**config.mk**
```make
export PLATFORM = sky130hd
export DESIGN_NAME = sbt_transfer_format_control
export DESIGN_NICKNAME = d
export VERILOG_FILES = /design/src/sbt_pkg.sv /design/src/sbt_transfer_format_control.sv
export SDC_FILE = /design/constraint.sdc
export NUM_CORES = 1
export LEC_CHECK = 0
export BUFFER_PORTS_ARGS = -buffer_cell sky130_fd_sc_hd__buf_4
export CORE_ASPECT_RATIO = 0.75
export CORE_MARGIN = 10
export CORE_UTILIZATION = 40
export DETAILED_ROUTE_END_ITERATION = 7
export PLACE_DENSITY = 0.69
export SLEW_MARGIN = 20
export SYNTH_ARGS = -nofsm -noshare
export SYNTH_HDL_FRONTEND = slang
export SYNTH_SLANG_ARGS = --single-unit
```
**constraint.sdc**
```tcl
create_clock -name aclk -period 2.87 [get_ports aclk]
set_clock_uncertainty 0.15 [all_clocks]
set_input_delay 0.1435 -clock aclk [delete_from_list [all_inputs] [get_ports aclk]]
set_output_delay 0.1435 -clock aclk [all_outputs]
set_load 0.03 [all_outputs]
```
**src/sbt_pkg.sv**
```systemverilog
// Purpose: constants for the transfer format control block
// Assumes: AXI4-Lite register access, 32-bit data
// Notes:   offsets are byte addresses
package sbt_pkg;

	// ------------------------------------------------------------------
	// register map
	// ------------------------------------------------------------------
	localparam logic [5:0] ADDR_FORMAT = 6'h04;
	localparam logic [5:0] ADDR_MODE   = 6'h10;
	localparam logic [5:0] ADDR_DIVCNT = 6'h18;

	// ------------------------------------------------------------------
	// field positions
	// ------------------------------------------------------------------
	localparam int BPT_LSB  = 5;
	localparam int ACK_BIT  = 4;
	localparam int ONE_BIT  = 3;
	localparam int DIV_LSB  = 0;
	localparam int MODE_LSB = 2;
	localparam int SRC_LSB  = 0;

	// ------------------------------------------------------------------
	// reset values
	// ------------------------------------------------------------------
	localparam logic [2:0] BPT_RST  = 3'h0;
	localparam logic [2:0] DIV_RST  = 3'h0;
	localparam logic       ACK_RST  = 1'h0;
	localparam logic [1:0] MODE_RST = 2'h0;

	// ------------------------------------------------------------------
	// codes
	// ------------------------------------------------------------------
	localparam logic [1:0] SRC_ARM  = 2'h2;
	localparam logic [1:0] SRC_FIRE = 2'h1;
	localparam logic [2:0] DIV_RESV = 3'h7;
	localparam int         EXP_BASE = 5;
	localparam int         DIV_ADD  = 72;
	localparam int         SRST_CYC = 4;

	typedef enum logic [1:0] {
		SBT_PORT = 2'b00,
		SBT_SIO  = 2'b01,
		SBT_I2C  = 2'b10,
		SBT_RESV = 2'b11
	} sbt_mode_e;

endpackage : sbt_pkg

```
**src/sbt_transfer_format_control.sv**
```systemverilog
// Purpose: transfer format control register with SCL divider and counts
// Assumes: single clock, synchronous active-low reset, AXI4-Lite slave
// Notes:   answers one cycle after both address and data are held

// Notes on behaviour
// - length code 000 is eight, else code
// - clocks equal length, plus one with ack
// - master emits ack pulse only when set
// - slave counts ack pulse only when set
// - divider codes 0-6 give n 5-11
// - bit 0 reads soft reset monitor
// - shared bit reads one after reset
// - writing SIO mode clears low divider bit
// - divider code starts at 000
// - mode field decodes port, SIO, I2C, reserved
module sbt_transfer_format_control
	import sbt_pkg::*;
#(
	// soft reset length in clocks, must fit the 3-bit counter
	parameter int SRST_CYCLES = SRST_CYC
)
(
	// clock and reset
	input  wire logic        aclk,
	input  wire logic        aresetn,
	// axi4-lite write address
	input  wire logic [5:0]  s_axi_awaddr,
	input  wire logic        s_axi_awvalid,
	output logic             s_axi_awready,
	// axi4-lite write data
	input  wire logic [31:0] s_axi_wdata,
	input  wire logic [3:0]  s_axi_wstrb,
	input  wire logic        s_axi_wvalid,
	output logic             s_axi_wready,
	// axi4-lite write response
	output logic [1:0]       s_axi_bresp,
	output logic             s_axi_bvalid,
	input  wire logic        s_axi_bready,
	// axi4-lite read address
	input  wire logic [5:0]  s_axi_araddr,
	input  wire logic        s_axi_arvalid,
	output logic             s_axi_arready,
	// axi4-lite read data
	output logic [31:0]      s_axi_rdata,
	output logic [1:0]       s_axi_rresp,
	output logic             s_axi_rvalid,
	input  wire logic        s_axi_rready,
	// transfer engine side
	input  wire logic        master_sel,
	output logic [3:0]       data_bits,
	output logic [3:0]       clocks_per_xfer,
	output logic             ack_pulse_emit,
	output logic             ack_pulse_count,
	output logic [3:0]       div_exponent,
	output logic             div_reserved,
	output logic             scl_tick,
	output logic [1:0]       interface_mode_select,
	output logic             soft_reset_pulse,
	output logic             serial_out_enable
);

	// ------------------------------------------------------------------
	// state
	// ------------------------------------------------------------------
	logic [2:0]  bits_per_transfer_q;
	logic        ack_q;
	logic [2:0]  div_q;
	logic [1:0]  mode_q;
	logic [1:0]  src_last_q;
	logic [2:0]  srst_cnt_q;
	logic [11:0] div_cnt_q;
	logic        tick_q;
	logic        bvalid_q;
	logic        rvalid_q;
	logic [31:0] rdata_q;
	logic [1:0]  bresp_q;
	logic [1:0]  rresp_q;
	logic [3:0]  bits_q;
	logic [3:0]  clocks_q;
	logic        emit_q;
	logic        count_q;
	logic        aw_held_q;
	logic        w_held_q;
	logic [5:0]  awaddr_q;
	logic [31:0] wdata_q;
	logic [3:0]  wstrb_q;

	// ------------------------------------------------------------------
	// elaboration checks
	// ------------------------------------------------------------------
	if (SRST_CYCLES < 1 || SRST_CYCLES > 7) begin : g_srst_chk
		$error("soft reset length must be 1 to 7 clocks");
	end

	// ------------------------------------------------------------------
	// bus decode
	// ------------------------------------------------------------------
	wire         aw_free   = ~aw_held_q & ~bvalid_q;
	wire         w_free    = ~w_held_q & ~bvalid_q;
	wire         aw_take   = s_axi_awvalid & aw_free;
	wire         w_take    = s_axi_wvalid & w_free;
	// a write goes ahead once both halves are in hand, in either order
	wire         wr_go     = (aw_held_q | aw_take) & (w_held_q | w_take)
		& ~bvalid_q;
	wire [5:0]   wr_addr   = aw_held_q ? awaddr_q : s_axi_awaddr;
	wire [31:0]  wr_data   = w_held_q ? wdata_q : s_axi_wdata;
	wire [3:0]   wr_strb   = w_held_q ? wstrb_q : s_axi_wstrb;
	wire         rd_go     = s_axi_arvalid & ~rvalid_q;
	wire         wr_fmt    = wr_go & (wr_addr == ADDR_FORMAT);
	wire         wr_mode   = wr_go & (wr_addr == ADDR_MODE);
	wire         wr_hit    = wr_fmt | wr_mode;
	wire         rd_fmt    = s_axi_araddr == ADDR_FORMAT;
	wire         rd_mode   = s_axi_araddr == ADDR_MODE;
	wire         rd_dcnt   = s_axi_araddr == ADDR_DIVCNT;
	wire         rd_hit    = rd_fmt | rd_mode | rd_dcnt;
	wire         lane0     = wr_strb[0];
	wire [1:0]   src_wr    = wr_data[SRC_LSB +: 2];
	wire [1:0]   mode_wr   = wr_data[MODE_LSB +: 2];
	// arm-then-fire; a second arm keeps the sequence armed
	wire         src_fire  = wr_mode & lane0 & (src_wr == SRC_FIRE)
		& (src_last_q == SRC_ARM);
	wire         srst_busy = srst_cnt_q != 3'h0;
	wire         mode_sio  = mode_q == SBT_SIO;
	// monitor shares bit 0 with the divider's write-only low bit
	wire         monitor   = ~srst_busy;
	wire [31:0]  fmt_rd    = {24'h0, bits_per_transfer_q, ack_q, 1'b1,
		div_q[2:1], monitor};
	wire [31:0]  mode_rd   = {28'h0, mode_q, 2'h0};
	wire [31:0]  dcnt_rd   = {20'h0, div_cnt_q};
	wire [31:0]  rd_mux    = rd_fmt ? fmt_rd : rd_mode ? mode_rd : dcnt_rd;

	assign s_axi_awready = aw_free;
	assign s_axi_wready  = w_free;
	assign s_axi_arready = rd_go;
	assign s_axi_bvalid  = bvalid_q;
	assign s_axi_bresp   = bresp_q;
	assign s_axi_rvalid  = rvalid_q;
	assign s_axi_rdata   = rdata_q;
	assign s_axi_rresp   = rresp_q;

	// ------------------------------------------------------------------
	// derived transfer format
	// ------------------------------------------------------------------
	wire [3:0]   len_d     = (bits_per_transfer_q == 3'h0) ? 4'h8
		: {1'b0, bits_per_transfer_q};
	wire [3:0]   clk_d     = len_d + {3'h0, ack_q};
	wire [3:0]   exp_d     = 4'(EXP_BASE) + {1'b0, div_q};
	// period is 2^n + 72 system clocks
	wire [11:0]  period    = 12'(12'h1 << exp_d) + 12'(DIV_ADD);
	wire         div_wrap  = div_cnt_q >= period - 12'h1;
	wire         run_div   = (mode_q == SBT_I2C) & (div_q != DIV_RESV);

	assign data_bits             = bits_q;
	assign clocks_per_xfer       = clocks_q;
	assign ack_pulse_emit        = emit_q;
	assign ack_pulse_count       = count_q;
	assign div_exponent          = exp_d;
	assign div_reserved          = div_q == DIV_RESV;
	assign scl_tick              = tick_q;
	assign interface_mode_select = mode_q;
	assign soft_reset_pulse      = srst_busy;
	assign serial_out_enable     = mode_q != SBT_PORT;

	// ------------------------------------------------------------------
	// format register
	// ------------------------------------------------------------------
	always_ff @(posedge aclk) begin
		if (!aresetn) begin
			bits_per_transfer_q <= BPT_RST;
			ack_q               <= ACK_RST;
			div_q               <= DIV_RST;
		end else if (wr_fmt & lane0) begin
			bits_per_transfer_q <= wr_data[BPT_LSB +: 3];
			ack_q               <= wr_data[ACK_BIT];
			div_q               <= wr_data[DIV_LSB +: 3];
		end else if (wr_mode & lane0 & (mode_wr == SBT_SIO)) begin
			div_q[0]            <= 1'b0;
		end
	end

	// ------------------------------------------------------------------
	// mode and soft reset
	// ------------------------------------------------------------------
	always_ff @(posedge aclk) begin
		if (!aresetn) begin
			mode_q     <= MODE_RST;
			src_last_q <= 2'h0;
			srst_cnt_q <= 3'h0;
		end else begin
			if (wr_mode & lane0) begin
				mode_q     <= mode_wr;
				src_last_q <= src_wr;
			end
			if (src_fire)
				srst_cnt_q <= 3'(SRST_CYCLES);
			else if (srst_busy)
				srst_cnt_q <= srst_cnt_q - 3'h1;
		end
	end

	// ------------------------------------------------------------------
	// ack handling and lengths
	// ------------------------------------------------------------------
	always_ff @(posedge aclk) begin
		if (!aresetn) begin
			bits_q   <= 4'h8;
			clocks_q <= 4'h8;
			emit_q   <= 1'b0;
			count_q  <= 1'b0;
		end else begin
			bits_q   <= len_d;
			clocks_q <= clk_d;
			emit_q   <= master_sel & ack_q;
			count_q  <= ~master_sel & ack_q;
		end
	end

	// ------------------------------------------------------------------
	// SCL divider; restarts whenever soft reset is running
	// ------------------------------------------------------------------
	always_ff @(posedge aclk) begin
		if (!aresetn) begin
			div_cnt_q <= 12'h0;
			tick_q    <= 1'b0;
		end else if (!run_div | srst_busy) begin
			div_cnt_q <= 12'h0;
			tick_q    <= 1'b0;
		end else begin
			div_cnt_q <= div_wrap ? 12'h0 : div_cnt_q + 12'h1;
			tick_q    <= div_wrap;
		end
	end

	// ------------------------------------------------------------------
	// write channel capture
	// ------------------------------------------------------------------
	// a lone half is parked here so the master may offer them apart
	always_ff @(posedge aclk) begin
		if (!aresetn) begin
			aw_held_q <= 1'b0;
			w_held_q  <= 1'b0;
			awaddr_q  <= 6'h0;
			wdata_q   <= 32'h0;
			wstrb_q   <= 4'h0;
		end else if (wr_go) begin
			aw_held_q <= 1'b0;
			w_held_q  <= 1'b0;
		end else begin
			if (aw_take) begin
				aw_held_q <= 1'b1;
				awaddr_q  <= s_axi_awaddr;
			end
			if (w_take) begin
				w_held_q <= 1'b1;
				wdata_q  <= s_axi_wdata;
				wstrb_q  <= s_axi_wstrb;
			end
		end
	end

	// ------------------------------------------------------------------
	// bus responses
	// ------------------------------------------------------------------
	always_ff @(posedge aclk) begin
		if (!aresetn) begin
			bvalid_q <= 1'b0;
			bresp_q  <= 2'h0;
		end else if (wr_go) begin
			bvalid_q <= 1'b1;
			bresp_q  <= wr_hit ? 2'h0 : 2'h3;
		end else if (s_axi_bready) begin
			bvalid_q <= 1'b0;
		end
	end

	always_ff @(posedge aclk) begin
		if (!aresetn) begin
			rvalid_q <= 1'b0;
			rdata_q  <= 32'h0;
			rresp_q  <= 2'h0;
		end else if (rd_go) begin
			rvalid_q <= 1'b1;
			rdata_q  <= rd_hit ? rd_mux : 32'h0;
			rresp_q  <= rd_hit ? 2'h0 : 2'h3;
		end else if (s_axi_rready) begin
			rvalid_q <= 1'b0;
		end
	end

endmodule : sbt_transfer_format_control

```
======== Yosys cells after proc, flatten, opt, wreduce, memory -nomap -nowiden ========
Cells that the tools add are included.
word-level totals
  flip-flop bits (word level) ............. 92
  latch bits .............................. 0
  RAM bits ................................ 0
  memory bits (read-only) ................. 0
  bits of input ports ..................... 56
  logic and storage cells ................. 105
  memories ................................ 0
operators by class
  add/sub/neg operators ................... 6
  multiply operators ...................... 0
  div/mod/pow operators ................... 0
  magnitude comparators ................... 1
  equality and inequality tests ........... 11
  shifts and indexed selects .............. 1
  muxes and demuxes ....................... 17
  bitwise operators ....................... 31
  reductions and logical operators ........ 14
operator list
  cell                                                 count
  two-way mux 12 bit                                   3
  equality test 6 x 5 -> 1 bit, second input constant  3
  bitwise AND 1 bit                                    17
  adder 12 x 1 -> 12 bit, second input constant        1
  adder 12 x 7 -> 12 bit, second input constant        1
  equality test 6 x 3 -> 1 bit, second input constant  2
  >= comparator 12 bit                                 1
  << shifter 1 x 4 -> 12 bit, first input constant     1
  subtractor 12 x 1 -> 12 bit, second input constant   1
  nonzero test 2 bit                                   5
  two-way mux 8 bit                                    1
  inverter 1 bit                                       8
  two-way mux 1 bit                                    7
  two-way mux 3 bit                                    2
  two-way mux 6 bit                                    1
  OR 1 bit                                             6
  OR reduction 2 bit                                   3
  adder 3 x 3 -> 4 bit, first input constant           1
  adder 4 x 1 -> 4 bit                                 1
  equality test 2 x 1 -> 1 bit, second input constant  2
  equality test 2 bit, second input constant           2
  two-way mux 2 bit                                    2
  two-way mux 4 bit                                    1
  AND reduction 2 bit                                  2
  other kinds (7)                                      7

======== Logic depth before layout (Yosys ltp) ========
Gate-level depths: netlist (run 1).
  depth in word-level cells ............... 11
  gate-level depth with buffers ........... 13

======== Worst setup path after synthesis (run 1) ========
No wires, ideal clock.
  kind .................................... register to register
  from .................................... reg div_q[0]
  to ...................................... reg div_cnt_q[10]
  arrival ................................. 2772 ps
  data required time ...................... 2586 ps
  slack ................................... -186 ps
  stages on the path, launching flop included .. 12
  path buffers ............................ 2
  period minus slack after synthesis ...... 3056 ps
  path through ............................ dfxtp_1 -> ha_1 -> ha_1 -> clkbuf_1 -> a32oi_1 -> o31a_1 -> ha_1 -> nand4_1 -> or4_4 -> o21ai_2 -> buf_4 -> nor4_1
on the way
  longest elaborated chain between the ends .. 6
  elaborated cells on any way between the ends .. 10
RTL lines
  element                                  RTL line                            RTL
  from (decl)                              sbt_transfer_format_control.sv:67   logic [2:0] div_q;
  from (signal assigned)                   sbt_transfer_format_control.sv:175  div_q <= wr_data[DIV_LSB +: 3];
  adder 3 x 3 -> 4 bit                     sbt_transfer_format_control.sv:147  wire [3:0] exp_d = 4'(EXP_BASE) + {1'b0, div_q};
  << shifter 1 x 4 -> 12 bit               sbt_transfer_format_control.sv:149  wire [11:0] period = 12'(12'h1 << exp_d) + 12'(DIV_ADD);
  adder 12 x 7 -> 12 bit                   sbt_transfer_format_control.sv:149
  subtractor 12 x 1 -> 12 bit              sbt_transfer_format_control.sv:150  wire div_wrap = div_cnt_q >= period - 12'h1;
  >= comparator 12 bit                     sbt_transfer_format_control.sv:150
  OR reduction 3 bit (no source line) (*)  --
  to (signal assigned)                     sbt_transfer_format_control.sv:229  div_cnt_q <= div_wrap ? 12'h0 : div_cnt_q + 12'h1;
  to (decl)                                sbt_transfer_format_control.sv:71   logic [11:0] div_cnt_q;
Every way passes the cells marked *; elsewhere a longest branch is shown, timed or not.
A chain may end at the register's enable or synchronous reset.

======== Final worst setup path (run 1) ========
  from .................................... reg div_q[0]
  to ...................................... reg div_cnt_q[3]
The elaborated chain is that of the path after synthesis.

==> reports/metrics.cfg, run 1 <==
[clock_tree]
cts.sinks=70
cts_tree=done
cts-root-buf=clkbuf_16
clk_latency_ns=0.33
path_clk_slew_ns=0.05
cts_buffers=9
h-tree-depth=3
clock_tree.buffer_depth=2

[logic_synthesis]
synth_area_sq_um=3790
synth_cell_types=64
synth_top_cell_area_share_pct=37.0
yosys_warnings=0
synth_edf_count=0
yosysSeqAreaShare_pct=37.0
ys.flop_type=dfxtp_1
async_flop_share_pct=0
syn_area_per_cell_sq_um=9.43
ys_top_cells_by_area=dfxtp_1, ha_1, mux2i_1
synth_top_area_cell=dfxtp_1
netlist_instances=402
synth_seq_cells=70

[grt]
first_global_vias=3173
antenna_found_initial=0
grt_pass1_wl_mm=15.6
grtUsageTotal_pct=13.3
grt_max_degree=56
grt_overflow=0

[detailed_routing]
ant_nets=0
vias_per_cell=4.93
drc_errors=0
wl_per_cell_um=14.9
num_vias=3119
firstDrtPassIters=5
drt_iter0_markers=167
drt-total-wl_mm=9.43

[cells_and_area]
seqCellArea_sq_um=1410
final_common_cell=buf_4
fillCellCount=806
drive_gt1_share_pct=30.1
syn_to_final_growth_pct=35.2
antenna_cells=0
post-route-util_pct=56.0
final_cell_mix=buf_4, dfxtp_1, nor2b_1
multi_input_comb_area_sq_um=2250
nets=580

[timing]
maxSlewViolCount=0
finalHoldViolations=0
rsz0062_at_grt=yes
fin_ws_ns=-0.0642
period_needed_ns=2.93
min_period_over_period_pct=102
slew_headroom_pct=55.7
worstMarginPinSlew_ns=0.663
fmax_mhz=341
finalSetupViolCount=12

[worst_setup_path]
critPathLaunch=div_q[0]
path_cells=ha_4, ha_4, nand2_4, xor2_1, o2bb2ai_1, nand2_1, ha_1, nand4_1, or4_4, o21ai_4, clkbuf_16, nor4_1
cp-start-kind=flip-flop
worst-setup-path-type=reg2reg
endpoint_kind=flip-flop
r2r-end=div_cnt_q[3]
endpoint=div_cnt_q[3]
cpMaxStageDelayCell=or4_4
arrival_ns=3.00
crit_top_cell=ha_4
timing.rr.start=div_q[0]
crit_path_max_fanout=6
worstPathRequired_ns=2.94
r2r_cells=12
max_stage_delay_ns=0.53
r2r_slack_ns=-0.06

[die]
dieArea_sq_um=13800
io_pins=117
die_h_um=104
coreArea_sq_um=9160
initial_core_util_pct=41.4
die_w_um=132
rows=30

[placed_design]
post-place-ws_ns=-0.0747
port_buffers=69
post-dp-hpwl_mm=7.18
place.gp.congestion=0.854

[pwr]
p_per_area_nw_per_um2=492
power_leakage_nw=2.27
worst_ir_drop_vdd_mv=0.410

[status]
violations=setup timing
status=finished, violations left

[flow_run]
drv_cap=0

[worst_hold_path]
min_path_type=in2reg

==> power breakdown <==
group	total [mW]	switching (mW)	internal [mW]
clock	1.07	0.385	0.687
sequential	1.04	0.0316	1.01
combinational	0.415	0.234	0.181
total	2.52	0.650	1.87
==> cells in the mapped netlist, types with 3 or more instances <==
master and number:
mux2i_1 28, ha_1 23, nor2b_1 29, o21ai_0 5, nor2_1 18, o21a_1 3, buf_4 23, mux2_4 3
xor2_1 4, a21oi_1 6, nand3_1 11, mux2_2 6, a22oi_1 5, and2_1 7, nand4_1 5, nand2b_1 7
a222oi_1 6, xnor2_1 11, nand3b_1 5, dfxtp_1 70, nor4_1 11, buf_2 3, nor3_1 8, inv_1 15
clkbuf_1 18, and3_1 3, nand2_1 23
==> per-layer routing <==
| layer | GRT usage (%) | up-vias | part of all wire, % |
|---|---|---|---|
| met5 | 0 | - | 0 |
| met1 | 15.4 | 1456 | 45 |
| met4 | 3.53 | 0 | 1.1 |
| met3 | 3.52 | 11 | 4.6 |
| li1 | - | 1575 | - |
| met2 | 23.6 | 77 | 49 |
==> area by class of cell <==
class,count,share of cell area (%)
sequential,70,27.4
tap,128,3.12
clock inverter,4,0.927
inverter,16,1.17
timing repair buffer,115,18.8
multi-input combinational,289,43.8
clock buffer,11,4.73
==> timing repair <==
action,4_1_cts,5_1_grt
resized for setup,3,21
buffers inserted,1,4
hold endpoints to repair,24,0
pin swaps,3,2
hold buffers,22,0
endpoints found under the setup margin,12,13
gates cloned,0,1
==> cells by family (layout without fill, tap and decap cells) <==
kind of cell / after synthesis / after routing / synth area share [%]
simple gates: 145 / 145 / 22.7
flops: 70 / 70 / 37.0
buf+inv: 62 / 146 / 8.75
compound gates: 49 / 49 / 10.1
mux: 37 / 37 / 10.4
fa+ha+maj: 23 / 23 / 7.59
xor+xnor: 15 / 15 / 3.47
other cells: 1 / 20 / 0.0989
==> worst min path at each step <==
stage	slack [ns]	from	cells past startpoint	end
after floorplan	0.07	master_sel	1	ack_pulse_count
after global placement	0.17	master_sel	2	ack_pulse_count
after detailed placement	0.16	master_sel	2	ack_pulse_count
after CTS	0.17	s_axi_araddr[3]	4	s_axi_rdata[3]
after global routing	0.19	s_axi_araddr[3]	4	s_axi_rdata[3]
final	0.16	s_axi_araddr[3]	4	s_axi_rdata[3]
==> state kept, by name, indices dropped and copies added (netlist names), 4 cells and up <==
name and count:
div_cnt_q 12, s_axi_rdata 12, wdata_q 8, awaddr_q 6
clocks_per_xfer 4, data_bits 4
==> through the flow <==
| step | instances | cell area [sq um] | total power [mW] | setup TNS (ns) | hold WS, ns |
|---|---|---|---|---|---|
| floorplan | 421 | 3900 | 1.35 | 0 | 0.0659 |
| global placement | 590 | 4450 | 1.44 | -0.0872 | 0.166 |
| detailed placement | 590 | 4450 | 1.45 | -0.524 | 0.163 |
| CTS | 628 | 4980 | 2.55 | -0.00839 | 0.166 |
| global route | 633 | 5130 | 2.64 | -2.27 | 0.192 |
| finish | 633 | 5130 | 2.52 | -0.549 | 0.160 |
==> worst max-delay path, delay by kind of cell, from the launching register on <==
| family | cells | cell delay, ns |
|---|---|---|
| and+or+nand+nor | 5 | 0.84 |
| adders and majority gates | 3 | 0.78 |
| DFF | 1 | 0.36 |
| xor gates and xnor gates | 1 | 0.14 |
| AOI/OAI and AO/OA | 2 | 0.35 |
| buffers and inverters | 1 | 0.19 |
Note: power is estimated with default switching activity, not from simulation.
==> inputs of run 2 (changes only) <==
--- a/config.mk
+++ b/config.mk
@@ -5,10 +5,12 @@
 export SDC_FILE = /design/constraint.sdc
 export NUM_CORES = 1
 export LEC_CHECK = 0
+export ABC_AREA = 1
 export BUFFER_PORTS_ARGS = -buffer_cell sky130_fd_sc_hd__buf_4
 export CORE_ASPECT_RATIO = 0.75
 export CORE_MARGIN = 10
 export CORE_UTILIZATION = 40
+export CTS_BUF_LIST = sky130_fd_sc_hd__clkbuf_4 sky130_fd_sc_hd__clkbuf_8
 export DETAILED_ROUTE_END_ITERATION = 7
 export PLACE_DENSITY = 0.69
 export SLEW_MARGIN = 20
==> run 2 against run 1 <==
The flow now finishes without violations. Sequential power hardly changed. Global-route usage rose by 0.29 points. Combinational power grew 22%. Fmax grew 6.1%. Cell count is 16% higher. Setup slack improved by 0.17 ns.
==> reports/metrics.cfg, run 2 <==
[flow_run]
drv_cap=0  ; unchanged

[clock_tree]
cts.sinks=70  ; unchanged
cts_buffers=9  ; unchanged
clk_latency_ns=0.36  ; +0.03 ns
cts-root-buf=clkbuf_8
path_clk_slew_ns=0.08  ; +0.03 ns
clock_tree.buffer_depth=2  ; unchanged
h-tree-depth=3  ; unchanged
post_cts_buffers=0  ; -1
cts_tree=done

[timing]
min_period_over_period_pct=96.4  ; -5.9 points
worst_hold_slack_ns=0.0416  ; -0.118 ns
finalHoldViolations=0  ; unchanged
finalSetupViolCount=0  ; -12
slew_headroom_pct=60.4  ; +4.7 points
maxSlewViolCount=0  ; unchanged
setup_tns_ns=0  ; +0.549 ns
worstMarginPinSlew_ns=0.594  ; -0.0694 ns
fmax_mhz=362  ; +6.1%
period_needed_ns=2.77  ; -0.168 ns

[logic_synthesis]
ys.flop_type=dfxtp_1
ys_top_cells_by_area=dfxtp_1, nand2_1, ha_1
synth_top_area_cell=dfxtp_1
synth_cell_types=39  ; -39%
synth_seq_cells=70  ; unchanged
synth_common_cells=nand2_1, dfxtp_1, nor2_1
yosysMostFrequentCell=nand2_1
synth_area_sq_um=3800  ; +0.20%
async_flop_share_pct=0  ; unchanged
yosysSeqAreaShare_pct=36.9  ; -0.073 points
syn_area_per_cell_sq_um=7.42  ; -21%
synth_edf_count=0  ; unchanged
synth_top_cell_area_share_pct=36.9  ; -0.073 points
yosys_warnings=0  ; unchanged
netlist_instances=512  ; +27%

[die]
coreArea_sq_um=9160  ; unchanged
io_pins=117  ; unchanged
die_h_um=104  ; about the same
initial_core_util_pct=41.5  ; +0.082 points
dieArea_sq_um=13800  ; +0.16%
rows=30  ; unchanged
die_w_um=133  ; about the same

[pwr]
switching_share_pct=30.8  ; +5.1 points
p_comb_share_pct=21.9  ; +5.5 points
p_switching_mw=0.713  ; +9.6%
pwr-share-clk_pct=31.7  ; -11 points
power.internal_mw=1.60  ; -15%
power_leakage_nw=2.24  ; -1.3%
worst_ir_drop_vdd_mv=0.254  ; -38%
p_per_area_nw_per_um2=482  ; -2.1%
pwr-share-seq_pct=46.3  ; +5.2 points

[worst_setup_path]
cpMaxStageDelayCell=dfxtp_2
critPathLaunch=div_q[0]
max_stage_delay_ns=0.34  ; -0.19 ns
cp-start-kind=flip-flop
worst-setup-path-type=reg2reg
worstPathRequired_ns=3.01  ; +0.07 ns
critPathBufInv=2  ; +1
crit_path_max_fanout=4  ; -2
arrival_ns=2.91  ; -0.09 ns
timing.rr.start=div_q[0]
endpoint_kind=flip-flop
path_cells=ha_4, ha_1, inv_1, nand3_2, nor2_4, nand2_2, nand2_1, xor2_1, ha_1, a21oi_1, o21ai_0, a21oi_1, nand3_2, buf_4, nor2_1
critical_path.top_delay_family=adder cells

[cells_and_area]
post-route-util_pct=52.3  ; -3.6 points
drive_gt1_share_pct=24.6  ; -5.5 points
antenna_cells=0  ; unchanged
final_common_cell=nand2_1
seqCellArea_sq_um=1400  ; -0.18%
final_area_sq_um=4790  ; -6.5%
fillCellCount=918  ; +14%
nets=681  ; +17%
final_cell_mix=nand2_1, buf_4, dfxtp_1
multi_input_comb_area_sq_um=2050  ; -8.6%
syn_to_final_growth_pct=26.2

[grt]
grt_overflow=0  ; unchanged
grt_max_degree=38  ; -32%
first_global_vias=3276  ; +3.2%
antenna_found_initial=0  ; unchanged
grt_pass1_wl_mm=15.6  ; +0.53%
grtUsageTotal_pct=13.6  ; +0.29 points

[placed_design]
place.gp.congestion=0.888  ; +3.9%
port_buffers=69  ; unchanged
post-dp-hpwl_mm=7.38  ; +2.8%
place_area_sq_um=4340  ; -2.5%

[status]
status=completed

[worst_hold_path]
min_path_type=in2reg
min_from=s_axi_awvalid

[detailed_routing]
firstDrtPassIters=5  ; unchanged
ant_nets=0  ; unchanged
drt_iter0_markers=245  ; +47%
vias_per_cell=4.59  ; -6.8%
drc_errors=0  ; unchanged
drt-total-wl_mm=9.61  ; +1.9%
wl_per_cell_um=13.1  ; -12%
num_vias=3369  ; +8.0%

## run 2: through the flow
step / setup slack (ns) / total power [mW] / instances
3_5_place_dp: -0.0130 / 1.57 / 698
5_1_grt: -0.0178 / 2.44 / 734
2_1_floorplan: 0.0875 / 1.46 / 531
6_report: 0.104 / 2.31 / 734
4_1_cts: 0.00897 / 2.34 / 734
3_3_place_gp: 0.0589 / 1.56 / 698
## run 2: final timing paths
path | endpoint | slack (ns) | cells after the start
min | aw_held_q | 0.04 | 5
max | div_cnt_q[1] | 0.10 | 15
max reg2reg | div_cnt_q[1] | 0.10 | 15
min reg2reg | awaddr_q[4] | 0.30 | 2
## run 2: cell type report
cell class,instances,area share (%)
clock inverters,1,0.104
inverters,55,4.36
clock buffers,14,3.63
flip-flops and latches,70,29.3
well taps,128,3.34
multi-input cells,369,42.8
repair buffers,97,16.4
## run 2: tightest hold or removal path: stages
cell and delay (ns):
buf_4 0.09, nand2_1 0.04, inv_1 0.06, nor2_1 0.05
nor3_1 0.11
## run 2: cell families (layout without fill, tap and decap cells)
| logic type | count (synthesis) | count (layout) | synth area share, % |
|---|---|---|---|
| buffers and inverters | 92 | 167 | 12.3 |
| adders and majority gates | 23 | 23 | 7.58 |
| other | 1 | 20 | 0.0987 |
| DFF | 70 | 70 | 36.9 |
| AOI/OAI and AO/OA | 66 | 66 | 9.45 |
| and+or+nand+nor | 246 | 246 | 30.5 |
| xor gates and xnor gates | 14 | 14 | 3.23 |
## run 2: power by group through the flow
stage	clock, mW	sequential [mW]	combinational (mW)
2_1_floorplan	0	1.09	0.369
3_3_place_gp	0	1.09	0.470
3_5_place_dp	0	1.09	0.482
4_1_cts	0.767	1.07	0.507
5_1_grt	0.802	1.08	0.562
6_report	0.733	1.07	0.507
## run 2: per-layer routing
metal	part of all wire, %	GRT usage, %
met1	48	17.1
met2	46	21.2
met3	4.9	4.83
met4	1.1	4.31
met5	0	0
## run 2: what timing repair did
action | 4_1_cts | 5_1_grt
hold endpoints to repair | 26 | 0
endpoints found under the setup margin | 9 | 13
pin swaps | 0 | 5
resized for setup | 1 | 16
gates cloned | 0 | 0
hold buffers | 21 | 0
==> inputs of run 3 (changes only) <==
--- a/config.mk
+++ b/config.mk
@@ -12,7 +12,8 @@
 export CORE_UTILIZATION = 40
 export CTS_BUF_LIST = sky130_fd_sc_hd__clkbuf_4 sky130_fd_sc_hd__clkbuf_8
 export DETAILED_ROUTE_END_ITERATION = 7
-export PLACE_DENSITY = 0.69
+export PLACE_DENSITY = 0.65
+export RECOVER_POWER = 100
 export SLEW_MARGIN = 20
 export SYNTH_ARGS = -nofsm -noshare
 export SYNTH_HDL_FRONTEND = slang
==> run 3 against run 2 <==
Sequential share of layout area rose by 0.65 points. Register-to-register slack better by 0.05 ns. Via count grew 1.7%. Global-route usage is 0.25 points lower. Fmax is 1.9% higher. Critical path depth is 2 higher. Critical endpoint is now div_cnt_q[5]. Largest power group unchanged.
==> reports/metrics.cfg, run 3 (synthesis results as in run 2) <==
[timing]
finalSetupViolCount=0  ; unchanged
slew_headroom_pct=43.5  ; -17 points
min_period_over_period_pct=94.6  ; -1.8 points
period_needed_ns=2.71  ; -0.0509 ns
finalHoldViolations=0  ; unchanged
fin_ws_ns=0.155  ; +0.0509 ns
fmax_mhz=368  ; +1.9%
worstMarginPinSlew_ns=0.848  ; +0.254 ns
maxSlewViolCount=0  ; unchanged

[clock_tree]
h-tree-depth=3  ; unchanged
cts_tree=done
cts-root-buf=clkbuf_8
cts_buffers=9  ; unchanged
clock_tree.buffer_depth=2  ; unchanged
cts.sinks=70  ; unchanged
path_clk_slew_ns=0.07  ; about the same
clk_latency_ns=0.35  ; about the same

[grt]
grtUsageTotal_pct=13.4  ; -0.25 points
grt_pass1_wl_mm=15.5  ; -1.2%
antenna_found_initial=0  ; unchanged
grt_max_degree=38  ; unchanged
grt_overflow=0  ; unchanged
first_global_vias=3224  ; -1.6%

[cells_and_area]
nets=683  ; +0.29%
final_area_sq_um=4690  ; -2.2%
syn_to_final_growth_pct=23.5
final_cell_mix=nand2_1, dfxtp_1, nor2_1
final_common_cell=nand2_1
layoutNonFillerInstCount=736  ; +0.27%
antenna_cells=0  ; unchanged
post-route-util_pct=51.2  ; -1.1 points
drive_gt1_share_pct=18.1  ; -6.5 points

[status]
status=completed

[detailed_routing]
wl_per_cell_um=13.1  ; +0.10%
drt-total-wl_mm=9.65  ; +0.37%
ant_nets=0  ; unchanged
firstDrtPassIters=5  ; unchanged
drt_iter0_markers=259  ; +5.7%
vias_per_cell=4.65  ; +1.4%
num_vias=3426  ; +1.7%
drc_errors=0  ; unchanged

[die]
initial_core_util_pct=41.5  ; unchanged
die_h_um=104  ; unchanged
dieArea_sq_um=13800  ; unchanged
die_w_um=133  ; unchanged
coreArea_sq_um=9160  ; unchanged
rows=30  ; unchanged
io_pins=117  ; unchanged

[placed_design]
port_buffers=69  ; unchanged
place_area_sq_um=4340  ; about the same
place.gp.congestion=0.826  ; -6.9%
post-place-ws_ns=0.0386  ; +0.0516 ns
dp.cells=696  ; -0.29%
post-dp-hpwl_mm=7.21  ; -2.3%

[worst_setup_path]
crit_path_max_fanout=6  ; +2
cpMaxStageDelayCell=dfxtp_2
endpoint_kind=flip-flop
max_stage_delay_ns=0.34  ; about the same
worst-setup-path-type=reg2reg
crit_top_cell=nand2_1
path_cells=ha_4, ha_4, buf_4, nand2_1, inv_1, nand3_1, nand3_2, nand3_1, nand2_1, nand2_1, ha_1, nand2_1, nor4_2, nand2_2, nand3_4, clkbuf_16, nor2_4
cp-start-kind=flip-flop
worstPathRequired_ns=2.97  ; -0.04 ns
arrival_ns=2.81  ; -0.10 ns

[pwr]
worst_ir_drop_vdd_mv=0.276  ; +8.7%
pwr-share-clk_pct=35.5  ; +3.8 points
p_per_area_nw_per_um2=512  ; +6.3%
switching_share_pct=30.2  ; -0.63 points
p_switching_mw=0.726  ; +1.8%
p_comb_share_pct=20.0  ; -1.9 points
power.internal_mw=1.68  ; +4.9%
power.total_mw=2.40  ; +4.0%
pwr-share-seq_pct=44.5  ; -1.8 points
power_leakage_nw=2.10  ; -6.3%

[worst_hold_path]
min_path_type=in2reg

[flow_run]
drv_cap=0  ; unchanged

## run 3: power groups by stage
stage	Sequential [mW]	Combinational (mW)	Clock, mW
after floorplan	1.09	0.369	0
after global routing	1.08	0.542	0.914
after detailed placement	1.09	0.491	0
after CTS	1.07	0.516	0.878
after global placement	1.09	0.472	0
final	1.07	0.480	0.853
## run 3: path summary, 6_finish.rpt
| path | from | to | slack (ns) | depth (start not counted) |
|---|---|---|---|---|
| max | div_q[1] | div_cnt_q[5] | 0.16 | 17 |
| min | s_axi_awvalid | aw_held_q | 0.04 | 5 |
| max reg2reg | div_q[1] | div_cnt_q[5] | 0.16 | 17 |
| min reg2reg | awaddr_q[4] | awaddr_q[4] | 0.31 | 2 |
## run 3: through the flow
step                      TNS (ns)  hold WS (ns)
final                            0        0.0415
after global routing        -0.137        0.0543
after CTS                        0        0.0315
after detailed placement         0         0.169
after global placement           0         0.172
after floorplan                  0        0.0720
## run 3: per-layer routing
| metal | vias to the layer above | wire (um) | global-route usage (%) |
|---|---|---|---|
| met2 | 85 | 4360 | 21.0 |
| met4 | 0 | 144 | 4.78 |
| met3 | 14 | 446 | 4.10 |
| li1 | 1781 | - | - |
| met1 | 1546 | 4700 | 16.8 |
| met5 | - | 0 | 0 |
## run 3: timing repair
item / 4_1_cts / 5_1_grt
endpoints found under the hold margin: 25 / 0
resized for setup: 0 / 18
setup endpoints to repair: 0 / 13
hold buffers: 21 / 0
setup buffers: 0 / 3
## run 3: layout make-up
cell class | instances | area, sq um
Sequential cell | 70 | 1400
Inverter | 55 | 206
Clock inverter | 5 | 75.1
Multi-Input combinational cell | 369 | 2030
Fill cell | 968 | 4470
Tap cell | 128 | 160
Timing Repair Buffer | 99 | 679
Clock buffer | 10 | 131
## run 3: worst max-delay path: cells and delay by family, from the launching register on
| kind | cells | cell delay, ns |
|---|---|---|
| adder cells (fa/ha/maj) | 3 | 0.70 |
| flip-flops | 1 | 0.34 |
| AND/OR/NAND/NOR | 11 | 1.08 |
| buffers and inverters | 3 | 0.35 |
